### src/inc/sink_port_pkg.sv
package sink_port_pkg;

   // Register port map (byte addresses on a 4-bit address).
   localparam logic [3:0] ADDR_CTRL = 4'h0;
   localparam logic [3:0] ADDR_STATUS = 4'h4;

   // Control word, low bits of ADDR_CTRL.
   typedef struct packed {
      logic ecc_en;
      logic burst_mode;
      logic adv_clk;
   } ctrl_s;

   localparam int CTRL_W = 3;
   localparam ctrl_s CTRL_RESET = 3'h2;

   // Status word field positions in ADDR_STATUS.
   localparam int STAT_LINK_UP = 0;
   localparam int STAT_IN_RESET = 1;
   localparam int STAT_SYNC_BAD = 2;
   localparam int STAT_FIRST_SEEN = 3;

   // Error vector: N lane bits plus this many fixed bits above them.
   localparam int ERR_FIXED = 5;
   localparam int ERR_ALIGN = 0;
   localparam int ERR_VOID = 1;
   localparam int ERR_FIFO = 2;
   localparam int ERR_ECC_CORR = 3;
   localparam int ERR_ECC_UNCORR = 4;

   localparam int LANE_BITS = 64;
   localparam int SYNC_W = 8;

   // Reset sequence: least time after the master reset is released.
   localparam int CLK_PERIOD_PS = 5000;
   localparam int RESET_SEQ_NS = 100;
   localparam int RESET_SEQ_CYCLES = (RESET_SEQ_NS * 1000 + CLK_PERIOD_PS - 1) / CLK_PERIOD_PS;
   localparam int SEQ_CNT_W = 8;

   typedef enum logic [1:0] {
      RST_HOLD = 2'b00,
      RST_WAIT = 2'b01,
      RST_RUN = 2'b11
   } rst_state_e;

endpackage : sink_port_pkg

### src/stream_sink_port.sv
// Implementation choices: the placing of the registers and the address-and-strobe port.
`timescale 1ns/1ps
module stream_sink_port
   import sink_port_pkg::*;
#(
   parameter int LANES = 4
) (
   // Clock and module reset
   input wire logic clk_sys_i,
   input wire logic rst_i,
   // Asynchronous master reset from outside
   input wire logic core_reset_i,
   // Receive core side
   input wire logic init_done_i,
   input wire logic rx_valid_i,
   input wire logic [LANES*LANE_BITS-1:0] rx_data_i,
   input wire logic [SYNC_W-1:0] rx_sync_i,
   input wire logic rx_first_i,
   input wire logic rx_last_i,
   input wire logic [LANES-1:0] crc_err_i,
   input wire logic align_loss_i,
   input wire logic fifo_ovf_i,
   input wire logic ecc_corr_i,
   input wire logic ecc_uncorr_i,
   output logic rx_take_o,
   // Register port
   input wire logic [3:0] reg_addr_i,
   input wire logic [31:0] reg_wdata_i,
   input wire logic reg_wr_i,
   input wire logic reg_rd_i,
   output logic [31:0] reg_rdata_o,
   // User side
   output logic user_clock_o,
   output logic user_reset_o,
   output logic interface_clock_o,
   output logic interface_reset_o,
   output logic link_up_o,
   output logic [LANES*LANE_BITS-1:0] data_o,
   output logic [SYNC_W-1:0] sync_o,
   output logic valid_o,
   output logic burst_first_word_o,
   output logic burst_last_word_o,
   output logic [LANES+ERR_FIXED-1:0] error_o
);

   if (LANES < 1 || LANES > 2 ** SYNC_W - 1) begin : g_bad_lanes
      $error("stream_sink_port: LANES out of range");
   end

   // The wait counter must reach the last count of the reset sequence.
   if (RESET_SEQ_CYCLES < 1 || RESET_SEQ_CYCLES > 2 ** SEQ_CNT_W) begin : g_bad_seq
      $error("stream_sink_port: reset sequence does not fit its counter");
   end

   localparam int ERR_W = LANES + ERR_FIXED;
   localparam logic [SEQ_CNT_W-1:0] SEQ_LAST = SEQ_CNT_W'(RESET_SEQ_CYCLES - 1);
   localparam logic [SYNC_W-1:0] SYNC_LIMIT = SYNC_W'(LANES);

   typedef struct packed {
      logic cr_meta;
      logic cr_sync;
      rst_state_e seq;
      logic [SEQ_CNT_W-1:0] seq_cnt;
      logic phase;
      logic take;
      ctrl_s ctrl;
      logic sync_bad;
      logic first_seen;
      logic [ERR_W-1:0] err_acc;
      logic [31:0] rdata;
      logic user_clk;
      logic user_rst;
      logic if_clk;
      logic if_rst;
      logic link_up;
      logic [LANES*LANE_BITS-1:0] data;
      logic [SYNC_W-1:0] sync;
      logic valid;
      logic first;
      logic last;
      logic [ERR_W-1:0] err;
   } state_s;

   state_s s_reg;
   state_s s_next;
   logic [ERR_W-1:0] err_event;
   logic [ERR_W-1:0] err_mask;

   // Per-lane CRC failures occupy the low bits of the event vector.
   for (genvar i = 0; i < LANES; i++) begin : g_lane_err
      assign err_event[i] = crc_err_i[i];
      assign err_mask[i] = 1'b1;
   end
   assign err_event[LANES+ERR_ALIGN] = align_loss_i;
   assign err_event[LANES+ERR_VOID] = 1'b0;
   assign err_event[LANES+ERR_FIFO] = fifo_ovf_i;
   assign err_event[LANES+ERR_ECC_CORR] = ecc_corr_i;
   assign err_event[LANES+ERR_ECC_UNCORR] = ecc_uncorr_i;

   // Bits that mean nothing in the present configuration are forced low.
   assign err_mask[LANES+ERR_ALIGN] = 1'b1;
   assign err_mask[LANES+ERR_VOID] = 1'b0;
   assign err_mask[LANES+ERR_FIFO] = ~s_reg.ctrl.adv_clk;
   assign err_mask[LANES+ERR_ECC_CORR] = s_reg.ctrl.ecc_en & ~s_reg.ctrl.adv_clk;
   assign err_mask[LANES+ERR_ECC_UNCORR] = s_reg.ctrl.ecc_en & ~s_reg.ctrl.adv_clk;

   always_comb begin
      logic running;
      logic word_in;
      logic [31:0] status;
      running = 1'b0;
      word_in = 1'b0;
      status = 32'h0;
      s_next = s_reg;

      // The master reset is asynchronous to this clock, so it is brought in
      // through two flops before the reset sequence looks at it.
      s_next.cr_meta = core_reset_i;
      s_next.cr_sync = s_reg.cr_meta;

      case (s_reg.seq)
         RST_HOLD: begin
            s_next.seq_cnt = '0;
            if (!s_reg.cr_sync) begin
               s_next.seq = RST_WAIT;
            end
         end
         RST_WAIT: begin
            s_next.seq_cnt = s_reg.seq_cnt + 1'b1;
            if (s_reg.cr_sync) begin
               s_next.seq = RST_HOLD;
            end else if (s_reg.seq_cnt == SEQ_LAST) begin
               s_next.seq = RST_RUN;
            end
         end
         RST_RUN: begin
            if (s_reg.cr_sync) begin
               s_next.seq = RST_HOLD;
            end
         end
         default: begin
            s_next.seq = RST_HOLD;
         end
      endcase
      running = (s_reg.seq == RST_RUN);

      // The interface clock is half the system rate. A word is taken when
      // the phase is high, so the outputs change on the falling edge of the
      // outgoing clock and stand a full cycle before its rising edge.
      s_next.phase = ~s_reg.phase;
      s_next.take = ~s_reg.phase;
      s_next.user_clk = ~s_reg.phase & ~s_reg.ctrl.adv_clk;
      s_next.if_clk = ~s_reg.phase & s_reg.ctrl.adv_clk;

      // Only the reset of the selected clock is released; the other stays
      // asserted so logic on the idle clock remains parked.
      s_next.user_rst = ~running | s_reg.ctrl.adv_clk;
      s_next.if_rst = ~running | ~s_reg.ctrl.adv_clk;
      s_next.link_up = running & init_done_i;

      // Events between two takes are gathered so none is lost to the slower
      // output clock; an event on the take cycle goes out with that word.
      s_next.err_acc = s_reg.err_acc | err_event;
      word_in = s_reg.take & rx_valid_i & running;
      if (s_reg.take) begin
         s_next.err_acc = '0;
         s_next.err = (s_reg.err_acc | err_event) & err_mask;
         s_next.valid = word_in;
         s_next.first = 1'b0;
         s_next.last = 1'b0;
         if (word_in) begin
            s_next.data = rx_data_i;
            s_next.sync = rx_sync_i;
            s_next.last = rx_last_i;
            if (s_reg.ctrl.burst_mode) begin
               s_next.first = rx_first_i;
            end else begin
               s_next.first = rx_first_i & ~s_reg.first_seen;
            end
            if (rx_first_i) begin
               s_next.first_seen = 1'b1;
            end
            // An burst_last_word count can name at most LANES-1 unused words,
            // which for one lane means zero.
            if (rx_last_i && rx_sync_i >= SYNC_LIMIT) begin
               s_next.sync_bad = 1'b1;
            end
         end
      end
      if (!running) begin
         s_next.first_seen = 1'b0;
         s_next.valid = 1'b0;
         s_next.first = 1'b0;
         s_next.last = 1'b0;
         s_next.err = '0;
         s_next.err_acc = '0;
      end

      status[STAT_LINK_UP] = s_reg.link_up;
      status[STAT_IN_RESET] = ~running;
      status[STAT_SYNC_BAD] = s_reg.sync_bad;
      status[STAT_FIRST_SEEN] = s_reg.first_seen;

      if (reg_wr_i) begin
         if (reg_addr_i == ADDR_CTRL) begin
            s_next.ctrl = reg_wdata_i[CTRL_W-1:0];
         end else if (reg_addr_i == ADDR_STATUS && reg_wdata_i[STAT_SYNC_BAD]) begin
            // A fault seen in the same cycle as the clear stays recorded.
            s_next.sync_bad = word_in & rx_last_i & (rx_sync_i >= SYNC_LIMIT);
         end
      end

      s_next.rdata = 32'h0;
      if (reg_rd_i) begin
         if (reg_addr_i == ADDR_CTRL) begin
            s_next.rdata = {{(32 - CTRL_W){1'b0}}, s_reg.ctrl};
         end else if (reg_addr_i == ADDR_STATUS) begin
            s_next.rdata = status;
         end
      end
   end

   always_ff @(posedge clk_sys_i) begin
      if (rst_i) begin
         s_reg <= '0;
         s_reg.cr_meta <= 1'b1;
         s_reg.cr_sync <= 1'b1;
         s_reg.seq <= RST_HOLD;
         s_reg.ctrl <= CTRL_RESET;
         s_reg.user_rst <= 1'b1;
         s_reg.if_rst <= 1'b1;
      end else begin
         s_reg <= s_next;
      end
   end

   assign rx_take_o = s_reg.take;
   assign reg_rdata_o = s_reg.rdata;
   assign user_clock_o = s_reg.user_clk;
   assign user_reset_o = s_reg.user_rst;
   assign interface_clock_o = s_reg.if_clk;
   assign interface_reset_o = s_reg.if_rst;
   assign link_up_o = s_reg.link_up;
   assign data_o = s_reg.data;
   assign sync_o = s_reg.sync;
   assign valid_o = s_reg.valid;
   assign burst_first_word_o = s_reg.first;
   assign burst_last_word_o = s_reg.last;
   assign error_o = s_reg.err;

endmodule : stream_sink_port
### config.mk
export PLATFORM = sky130hd
export DESIGN_NAME = stream_sink_port
export DESIGN_NICKNAME = d
export VERILOG_FILES = /design/src/inc/sink_port_pkg.sv /design/src/stream_sink_port.sv
export SDC_FILE = /design/constraint.sdc
export NUM_CORES = 1
export LEC_CHECK = 0
export BUFFER_PORTS_ARGS = -buffer_cell sky130_fd_sc_hd__buf_2
export CAP_MARGIN = 25
export CORE_AREA = 4 4 242 244
export CTS_BUF_LIST = sky130_fd_sc_hd__clkbuf_8
export CTS_CLUSTER_DIAMETER = 40
export DETAILED_ROUTE_END_ITERATION = 6
export DIE_AREA = 0 0 246 248
export GPL_ROUTABILITY_DRIVEN = 0
export RECOVER_POWER = 25
export SETUP_SLACK_MARGIN = 0.5
export SYNTH_ARGS = -nofsm -noshare
export SYNTH_HDL_FRONTEND = slang
export SYNTH_SLANG_ARGS = --single-unit
### constraint.sdc
create_clock -name clk_sys_i -period 1.7 [get_ports clk_sys_i]
set_clock_uncertainty 0.15 [all_clocks]
set_input_delay 0 -clock clk_sys_i [delete_from_list [all_inputs] [get_ports clk_sys_i]]
set_output_delay 0 -clock clk_sys_i [all_outputs]
set_load 0.01 [all_outputs]
==> out/qor.csv, run 1 <==
stage;metric;value;unit
status;status;complete, but fails checks;
status;violations;hold timing;
clock_network;clkSinkCount;310;
global_routing;grt-ovfl-total;0;
clock_network;cts.clk_slew.worst_paths;60;ps
run;drv_cap;0;
timing;min_period_over_period;0.977;
global_routing;grt_pass1_wl;86200;µm
clock_network;clk_path_buf_depth;3;
floorplan;initial_core_util;0.233;
timing;rsz0062_at_grt;yes;
setup_path;cp_num_buf_inv;5;
logic_synthesis;ys.flop_type;dfxtp_1;
timing;slew_viol_final;0;
setup_path;slowest_delay;350;ps
floorplan;core;56300;µm²
global_routing;grt_usage;0.178;
hold_path;hold_path_depth;2;
floorplan;die_w;246;µm
clock_network;cts-root-buf;clkbuf_8;
logic_synthesis;synth_top_family_by_area;buffers and inverters;
logic_synthesis;synthXorXnorAreaFrac;0.00200;
route;routedWlPerCell;18.8;µm
logic_synthesis;yosysWarnings;0;
route;route.detailed.drc;0;
logic_synthesis;synthTopCellsByArea;dfxtp_1 47%, buf_4 18%, nand2_1 15%, a21oi_1 10%, buf_6 1.9%;
logic_synthesis;synth.distinct_cells;40;
setup_path;worst-path-max-fanout;7;
timing;timing.final.hold_violations;19;
clock_network;cts_tree;done;
logic_synthesis;synth-simple-area-share;0.183;
setup_path;r2r-start;s_reg[338];
setup_path;cp_num_cells;8;
global_routing;grt_pass1_vias;16000;
layout;layout_common_cells;530 x dlygate4sd3_1, 462 x nand2_1, 295 x buf_6, 293 x buf_2, 225 x a21oi_1;
global_routing;grt_antenna_before_repair;4;
placement;placed_area;14800;µm²
layout;nets;2885;
floorplan;dieArea;61000;µm²
floorplan;core.rowCount;87;
global_routing;grt_max_degree;102;
setup_path;start_kind;register;
clock_network;cts_buffers;67;
timing;maxSlewHeadroom;0.365;
setup_path;ff2ff_setup_slack;40;ps
route;firstDrtPassIters;5;
layout;largest_reg_flops;256;
setup_path;crit_path_end_kind;register;
setup_path;path_delay_family;buffers and inverters;
route;wirelength;63400;µm
setup_path;arrival;1950;ps
setup_path;worst-r2r-cell-count;8;
timing;holdWs;-256;ps
logic_synthesis;muxShareOfSynthArea;0.00458;
layout;layout-drive-gt1-share;0.418;
power;p_leak;10.3;nW
route;drt_iter0_markers;768;
setup_path;crit_chain;nand4_1 -> buf_6 -> buf_12 -> buf_16 -> buf_12 -> buf_16 -> nand2_4 -> a21oi_2;
logic_synthesis;synth_adder_area_share;0.000955;
logic_synthesis;syn_inst;1627;
timing;fin_setup_tns;0;ps
logic_synthesis;synth_top_area_share;0.474;
layout;filler_cell_count;4816;
clock_network;cts_hold_buf;530;
placement;portBuffers;572;
logic_synthesis;synth-edff-count;0;
layout;layout_commonest_cell;dlygate4sd3_1;
power;vdd_ir_drop_max;439;µV
timing;fmax;602;MHz
setup_path;cp_slowest_cell;dfxtp_1;
logic_synthesis;synth.avg_cell_area;8.06;µm²
placement;dpl.hpwl;28400;µm
route;vias;15000;
setup_path;cp.required;1990;ps
setup_path;worstSetupPathType;register to register;
clock_network;ctsHtreeMaxLevel;3;
timing;setup_violations;0;
logic_synthesis;post-synth-top-area-cell;dfxtp_1;
floorplan;die-height;248;µm
layout;areaGrowthSynthToFinish;92.8;%
timing;period_minus_slack;1660;ps
power;p_per_area;690;nW/µm²
logic_synthesis;seq_area_frac_synth;0.474;
floorplan;ios;631;
logic_synthesis;async_reset_ff_frac;0;
logic_synthesis;ys_ff_latch;310;
layout;finalInstanceArea;25300;µm²
timing;worstMarginPinSlew;953;ps
route;postRouteAntennaNets;0;
logic_synthesis;netlist_area;13100;µm²
hold_path;worstHoldStart;rst_i;
logic_synthesis;synth_compound_area_frac;0.114;
clock_network;clk-insertion-delay-late;590;ps
hold_path;holdCritPathClass;input pin to register;
setup_path;worstReg2RegEnd;data_o[253];
route;vias_per_cell;4.44;
hold_path;holdPathEnd;s_reg[337];
-- what timing repair did --
item                       in CTS  in global routing
setup endpoints to repair     573                582
pin swaps                      49                 39
resized for setup             660                135
buffers inserted               48                 13
hold endpoints to repair      310                197
gates cloned                   13                 10
-- cell usage after synthesis, types with 3 or more instances --
cell / n
nand2_1: 536
dfxtp_1: 310
buf_4: 307
a21oi_1: 273
nor2_1: 37
buf_2: 36
clkbuf_1: 35
buf_6: 22
nand2b_1: 7
a211oi_1: 6
mux2i_1: 6
inv_1: 5
nand3b_1: 4
or2_2: 4
or3_1: 4
nor4_1: 3
o21ai_0: 3
xor2_1: 3
-- how the worst max path moves through the flow --
stage                          start           to  slack (ps)
after global routing      s_reg[338]  data_o[253]           4
after detailed placement  s_reg[337]   data_o[36]         140
after CTS                  rx_take_o  data_o[139]         130
after floorplan            rx_take_o  data_o[116]         320
after global placement    s_reg[337]   data_o[24]         190
final                     s_reg[338]  data_o[253]          40
-- report_power, final --
part	leakage (nW)	switching [mW]	internal, mW
clock network	0.732	3.52	5.02
registers	2.57	0.00619	7.27
logic	7.00	0.549	1.08
-- metal layers --
layer / up-vias / global-route usage / routed length, µm
met3: 293 / 0.0678 / 5460
li1: 6762 / - / -
met4: 0 / 0.124 / 4060
met2: 863 / 0.320 / 32000
met5: - / 0 / 0
met1: 7036 / 0.168 / 21900
-- cell families after synthesis --
family / after synthesis
other: 1
muxes: 6
adders and majority gates: 1
and+or+nand+nor: 609
DFF: 310
xor gates and xnor gates: 3
AOI/OAI and AO/OA: 290
buffers and inverters: 407
-- per-stage QoR --
stage	setup slack, ps	power [mW]	instances	hold WS, ps	util
final	39.1	17.4	3371	-256	0.449
after global routing	3.82	18.1	3369	-337	0.449
after CTS	135	17.5	3342	-541	0.437
after detailed placement	139	8.01	2640	41.1	0.262
after global placement	189	8.01	2640	55.3	0.262
after floorplan	317	7.65	1655	-46.2	-
-- area by class of cell --
class                      instances  area [µm²]  area share
clock buffer                      80        1100      0.0436
multi-input combinational        938        4680       0.185
inverter                           5        18.8    0.000743
tap                              756         946      0.0374
timing repair buffer            1245       11800       0.468
antenna                            6        15.0    0.000594
sequential                       310        6400       0.253
clock inverter                    31         287      0.0113
Note: power is estimated with default switching activity, not from simulation.
==> run 2: changes to the inputs <==
Settings changed: CORE_AREA 4 4 242 244 to 4 4 246 248, DIE_AREA 0 0 246 248 to 0 0 250 252.
Clock period 1.7 ns to 2.1 ns, I/O delays scaled along.
==> run 2 against run 1 <==
The run now fails in clock tree synthesis (4_1_cts). Synthesized area is the same. Synthesized cell count is the same.
==> out/qor.csv, run 2 <==
stage;metric;value;unit;change
status;status;did not finish;;
status;stop_stage;clock tree synthesis (4_1_cts);;
status;error;[ERROR RSZ-0060] Max buffer count reached.;;
logic_synthesis;synth_top_area_share;0.474;;unchanged
logic_synthesis;seq_area_frac_synth;0.474;;unchanged
logic_synthesis;syn_inst;1627;;unchanged
logic_synthesis;synth-edff-count;0;;unchanged
logic_synthesis;netlist_area;13100;µm²;unchanged
clock_network;cts_resized;6;;-99%
logic_synthesis;ys_ff_latch;310;;unchanged
clock_network;ctsHtreeMaxLevel;2;;-1
logic_synthesis;synth.avg_cell_area;8.06;µm²;unchanged
logic_synthesis;synth_common_cells;536 x nand2_1, 310 x dfxtp_1, 307 x buf_4;;
logic_synthesis;synth_compound_area_frac;0.114;;unchanged
clock_network;postCtsSetupRepairBufs;4;;-92%
logic_synthesis;async_reset_ff_frac;0;;unchanged
logic_synthesis;synth-simple-area-share;0.183;;unchanged
logic_synthesis;muxShareOfSynthArea;0.00458;;unchanged
clock_network;clk_path_buf_depth;3;;unchanged
floorplan;core.rowCount;89;;+2.3%
floorplan;die_w;250;µm;+1.6%
logic_synthesis;post-synth-top-area-cell;dfxtp_1;;
logic_synthesis;synth_top_family_by_area;buffers and inverters;;
placement;post-place-ws;383;ps;+245 ps
clock_network;cts-root-buf;clkbuf_8;;
logic_synthesis;ys.flop_type;dfxtp_1;;
clock_network;clkSinkCount;310;;unchanged
logic_synthesis;yosysWarnings;0;;unchanged
logic_synthesis;synthTopCellsByArea;dfxtp_1 47%, buf_4 18%, nand2_1 15%, a21oi_1 10%, buf_6 1.9%;;
placement;dpl.hpwl;27800;µm;-2.1%
logic_synthesis;synth_adder_area_share;0.000955;;unchanged
clock_network;cts_buffers;61;;-9.0%
floorplan;ios;631;;unchanged
logic_synthesis;synth.most_common_cell;nand2_1;;
floorplan;initial_core_util;0.224;;-0.00870
clock_network;cts_hold_buf;554;;+4.5%
floorplan;die-height;252;µm;+1.6%
logic_synthesis;synthXorXnorAreaFrac;0.00200;;unchanged
logic_synthesis;synth.distinct_cells;40;;unchanged
placement;portBuffers;572;;unchanged
==> run 2: logic make-up after synthesis <==
logic type	count (synthesis)
simple gates	609
flops	310
other cells	1
mux	6
compound gates	290
xor+xnor	3
buf+inv	407
fa+ha+maj	1
==> run 2: per-stage QoR <==
stage,instance area (µm²),instances,util,hold slack [ps]
floorplan,13200,1655,-,-46.2
global placement,14600,2637,0.250,38.8
detailed placement,14600,2637,0.250,47.5
==> run 3: changes to the inputs <==
Settings changed: CORE_AREA 4 4 246 248 to 4 4 242 244, CTS_BUF_LIST sky130_fd_sc_hd__clkbuf_8 to not set, CTS_CLUSTER_DIAMETER 40 to not set, DIE_AREA 0 0 250 252 to 0 0 246 248, PLACE_DENSITY_LB_ADDON set to 0.15, SETUP_SLACK_MARGIN 0.5 to not set.
==> run 3 against run 2 <==
The run now ends clean.
==> out/qor.csv, run 3 (synthesized netlist as in run 1, its figures left out) <==
stage;metric;value;unit;change
setup_path;slowest_delay;590;ps;
setup_path;cp_num_buf_inv;5;;
timing;rsz0062_at_grt;no;;
clock_network;clk_path_buf_depth;3;;unchanged
route;vias;12000;;
floorplan;initial_core_util;0.233;;+0.00870
run;drv_cap;0;;
placement;placed_area;14500;µm²;-0.54%
timing;maxSlewHeadroom;0.614;;
clock_network;ctsHtreeMaxLevel;2;;unchanged
setup_path;worstSetupPathType;input pin to register;;
layout;layout_commonest_cell;nand2_1;;
timing;slew_viol_final;0;;
setup_path;startpoint;rst_i;;
floorplan;dieArea;61000;µm²;
global_routing;grt_antenna_before_repair;1;;
setup_path;worst-path-max-fanout;41;;
power;p_per_area;720;nW/µm²;
hold_path;holdCritPathClass;input pin to register;;
setup_path;worstReg2RegEnd;s_reg[323];;
layout;nets;2539;;
setup_path;worst-r2r-cell-count;5;;
layout;finalNonFillerCells;3006;;
layout;areaGrowthSynthToFinish;44.3;%;
timing;worstMarginPinSlew;578;ps;
layout;layout-drive-gt1-share;0.238;;
placement;dpl.hpwl;31400;µm;+13%
layout;postLayoutCoreUtil;0.336;;
route;firstDrtPassIters;5;;
setup_path;crit_path_end_kind;register;;
setup_path;crit_end;s_reg[325];;
setup_path;start_kind;input pin;;
power;p_comb_frac;0.067;;
setup_path;crit_chain;dlygate4sd3_1 -> buf_12 -> buf_12 -> nor2_1 -> dlygate4sd3_1 -> mux2i_1 -> dlygate4sd3_1;;
setup_path;arrival;2370;ps;
placement;portBuffers;572;;unchanged
route;drt_iter0_markers;353;;
timing;timing.final.hold_violations;0;;
global_routing;grt_pass1_wl;66300;µm;
setup_path;path_delay_family;buffers and inverters;;
layout;finalInstanceArea;18900;µm²;
timing;worst_slack;71.1;ps;
timing;period_minus_slack;2030;ps;
power;finalPower;13.6;mW;
setup_path;cp_num_cells;7;;
power;power.share.sequential;0.433;;
setup_path;cp.required;2440;ps;
clock_network;cts-root-buf;clkbuf_16;;
timing;min_period_over_period;0.966;;
global_routing;grt-ovfl-total;0;;
clock_network;postCtsSetupRepairBufs;0;;-4
layout;largest_reg_flops;256;;
clock_network;cts_tree;done;;
clock_network;clkSinkCount;310;;unchanged
global_routing;grt_pass1_vias;12100;;
placement;post-place-ws;353;ps;-30.8 ps
floorplan;ios;631;;unchanged
global_routing;grt_usage;0.135;;
floorplan;core;56300;µm²;
setup_path;ff2ff_setup_slack;170;ps;
power;swShare;0.218;;
route;vias_per_cell;4.00;;
clock_network;cts.clk_slew.worst_paths;60;ps;
power;p_switching;2.96;mW;
power;p_leak;7.50;nW;
route;wirelength;44300;µm;
timing;setup_violations;0;;
route;postRouteAntennaNets;0;;
global_routing;grt_max_degree;112;;
setup_path;r2r-start;s_reg[337];;
status;status;complete, no violations;;
route;routedWlPerCell;14.7;µm;
power;vdd_ir_drop_max;505;µV;
floorplan;die_w;246;µm;-1.6%
clock_network;cts_buffers;38;;-38%
route;route.detailed.drc;0;;
floorplan;die-height;248;µm;-1.6%
timing;fmax;493;MHz;
setup_path;cp_common_cell;dlygate4sd3_1;;
clock_network;clk-insertion-delay-late;540;ps;
power;pwr-share-clk;0.500;;
floorplan;core.rowCount;87;;-2.2%
placement;dp_cells;2614;;-0.87%
power;p_int;10.6;mW;
setup_path;cp_slowest_cell;dlygate4sd3_1;;
timing;fin_setup_tns;0;ps;
timing;holdWs;56.2;ps;
layout;layout_common_cells;536 x nand2_1, 428 x buf_2, 323 x dlygate4sd3_1, 308 x dfxtp_1, 273 x a21oi_1;;
layout;num_antenna_cells;0;;
==> run 3: layout make-up <==
type,instances,area [µm²]
timing repair buffer,928,6330
inverter,5,18.8
fill,6136,37400
clock buffer,53,1110
tap,756,946
sequential,310,6210
multi-input combinational,938,4100
clock inverter,16,199
==> run 3: repair_timing <==
action / in CTS / in global routing
resized for setup: 0 / 5
endpoints found under the setup margin: 0 / 6
hold buffers: 323 / 0
endpoints found under the hold margin: 308 / 0
==> run 3: worst register-to-register path, cell delays in order (launching register included) <==
cell and delay [ps]:
dfxtp_2 390, and4_4 260, buf_12 190, o311ai_0 190, a21oi_1 140, dlygate4sd3_1 550
==> run 3: layer usage <==
layer  part of all wire  global-route usage
met4              0.031              0.0501
met5            0.00029                   0
met1               0.40               0.153
met2               0.49               0.241
met3              0.074              0.0400
==> run 3: worst min-delay path by stage <==
stage,cells after the start,endpoint,startpoint
2_1_floorplan,1,s_next[339],core_reset_i
5_1_grt,3,link_up_o,init_done_i
3_3_place_gp,2,s_next[339],core_reset_i
3_5_place_dp,2,s_next[339],core_reset_i
4_1_cts,4,s_reg[319],fifo_ovf_i
6_report,3,link_up_o,init_done_i
==> run 3: power groups by stage <==
stage,logic (mW),clock network (mW),registers (mW)
after floorplan,0.173,0,6.02
after global placement,0.467,0,6.02
after detailed placement,0.468,0,6.02
after CTS,0.911,7.09,5.89
after global routing,0.983,7.34,5.89
final,0.908,6.81,5.89
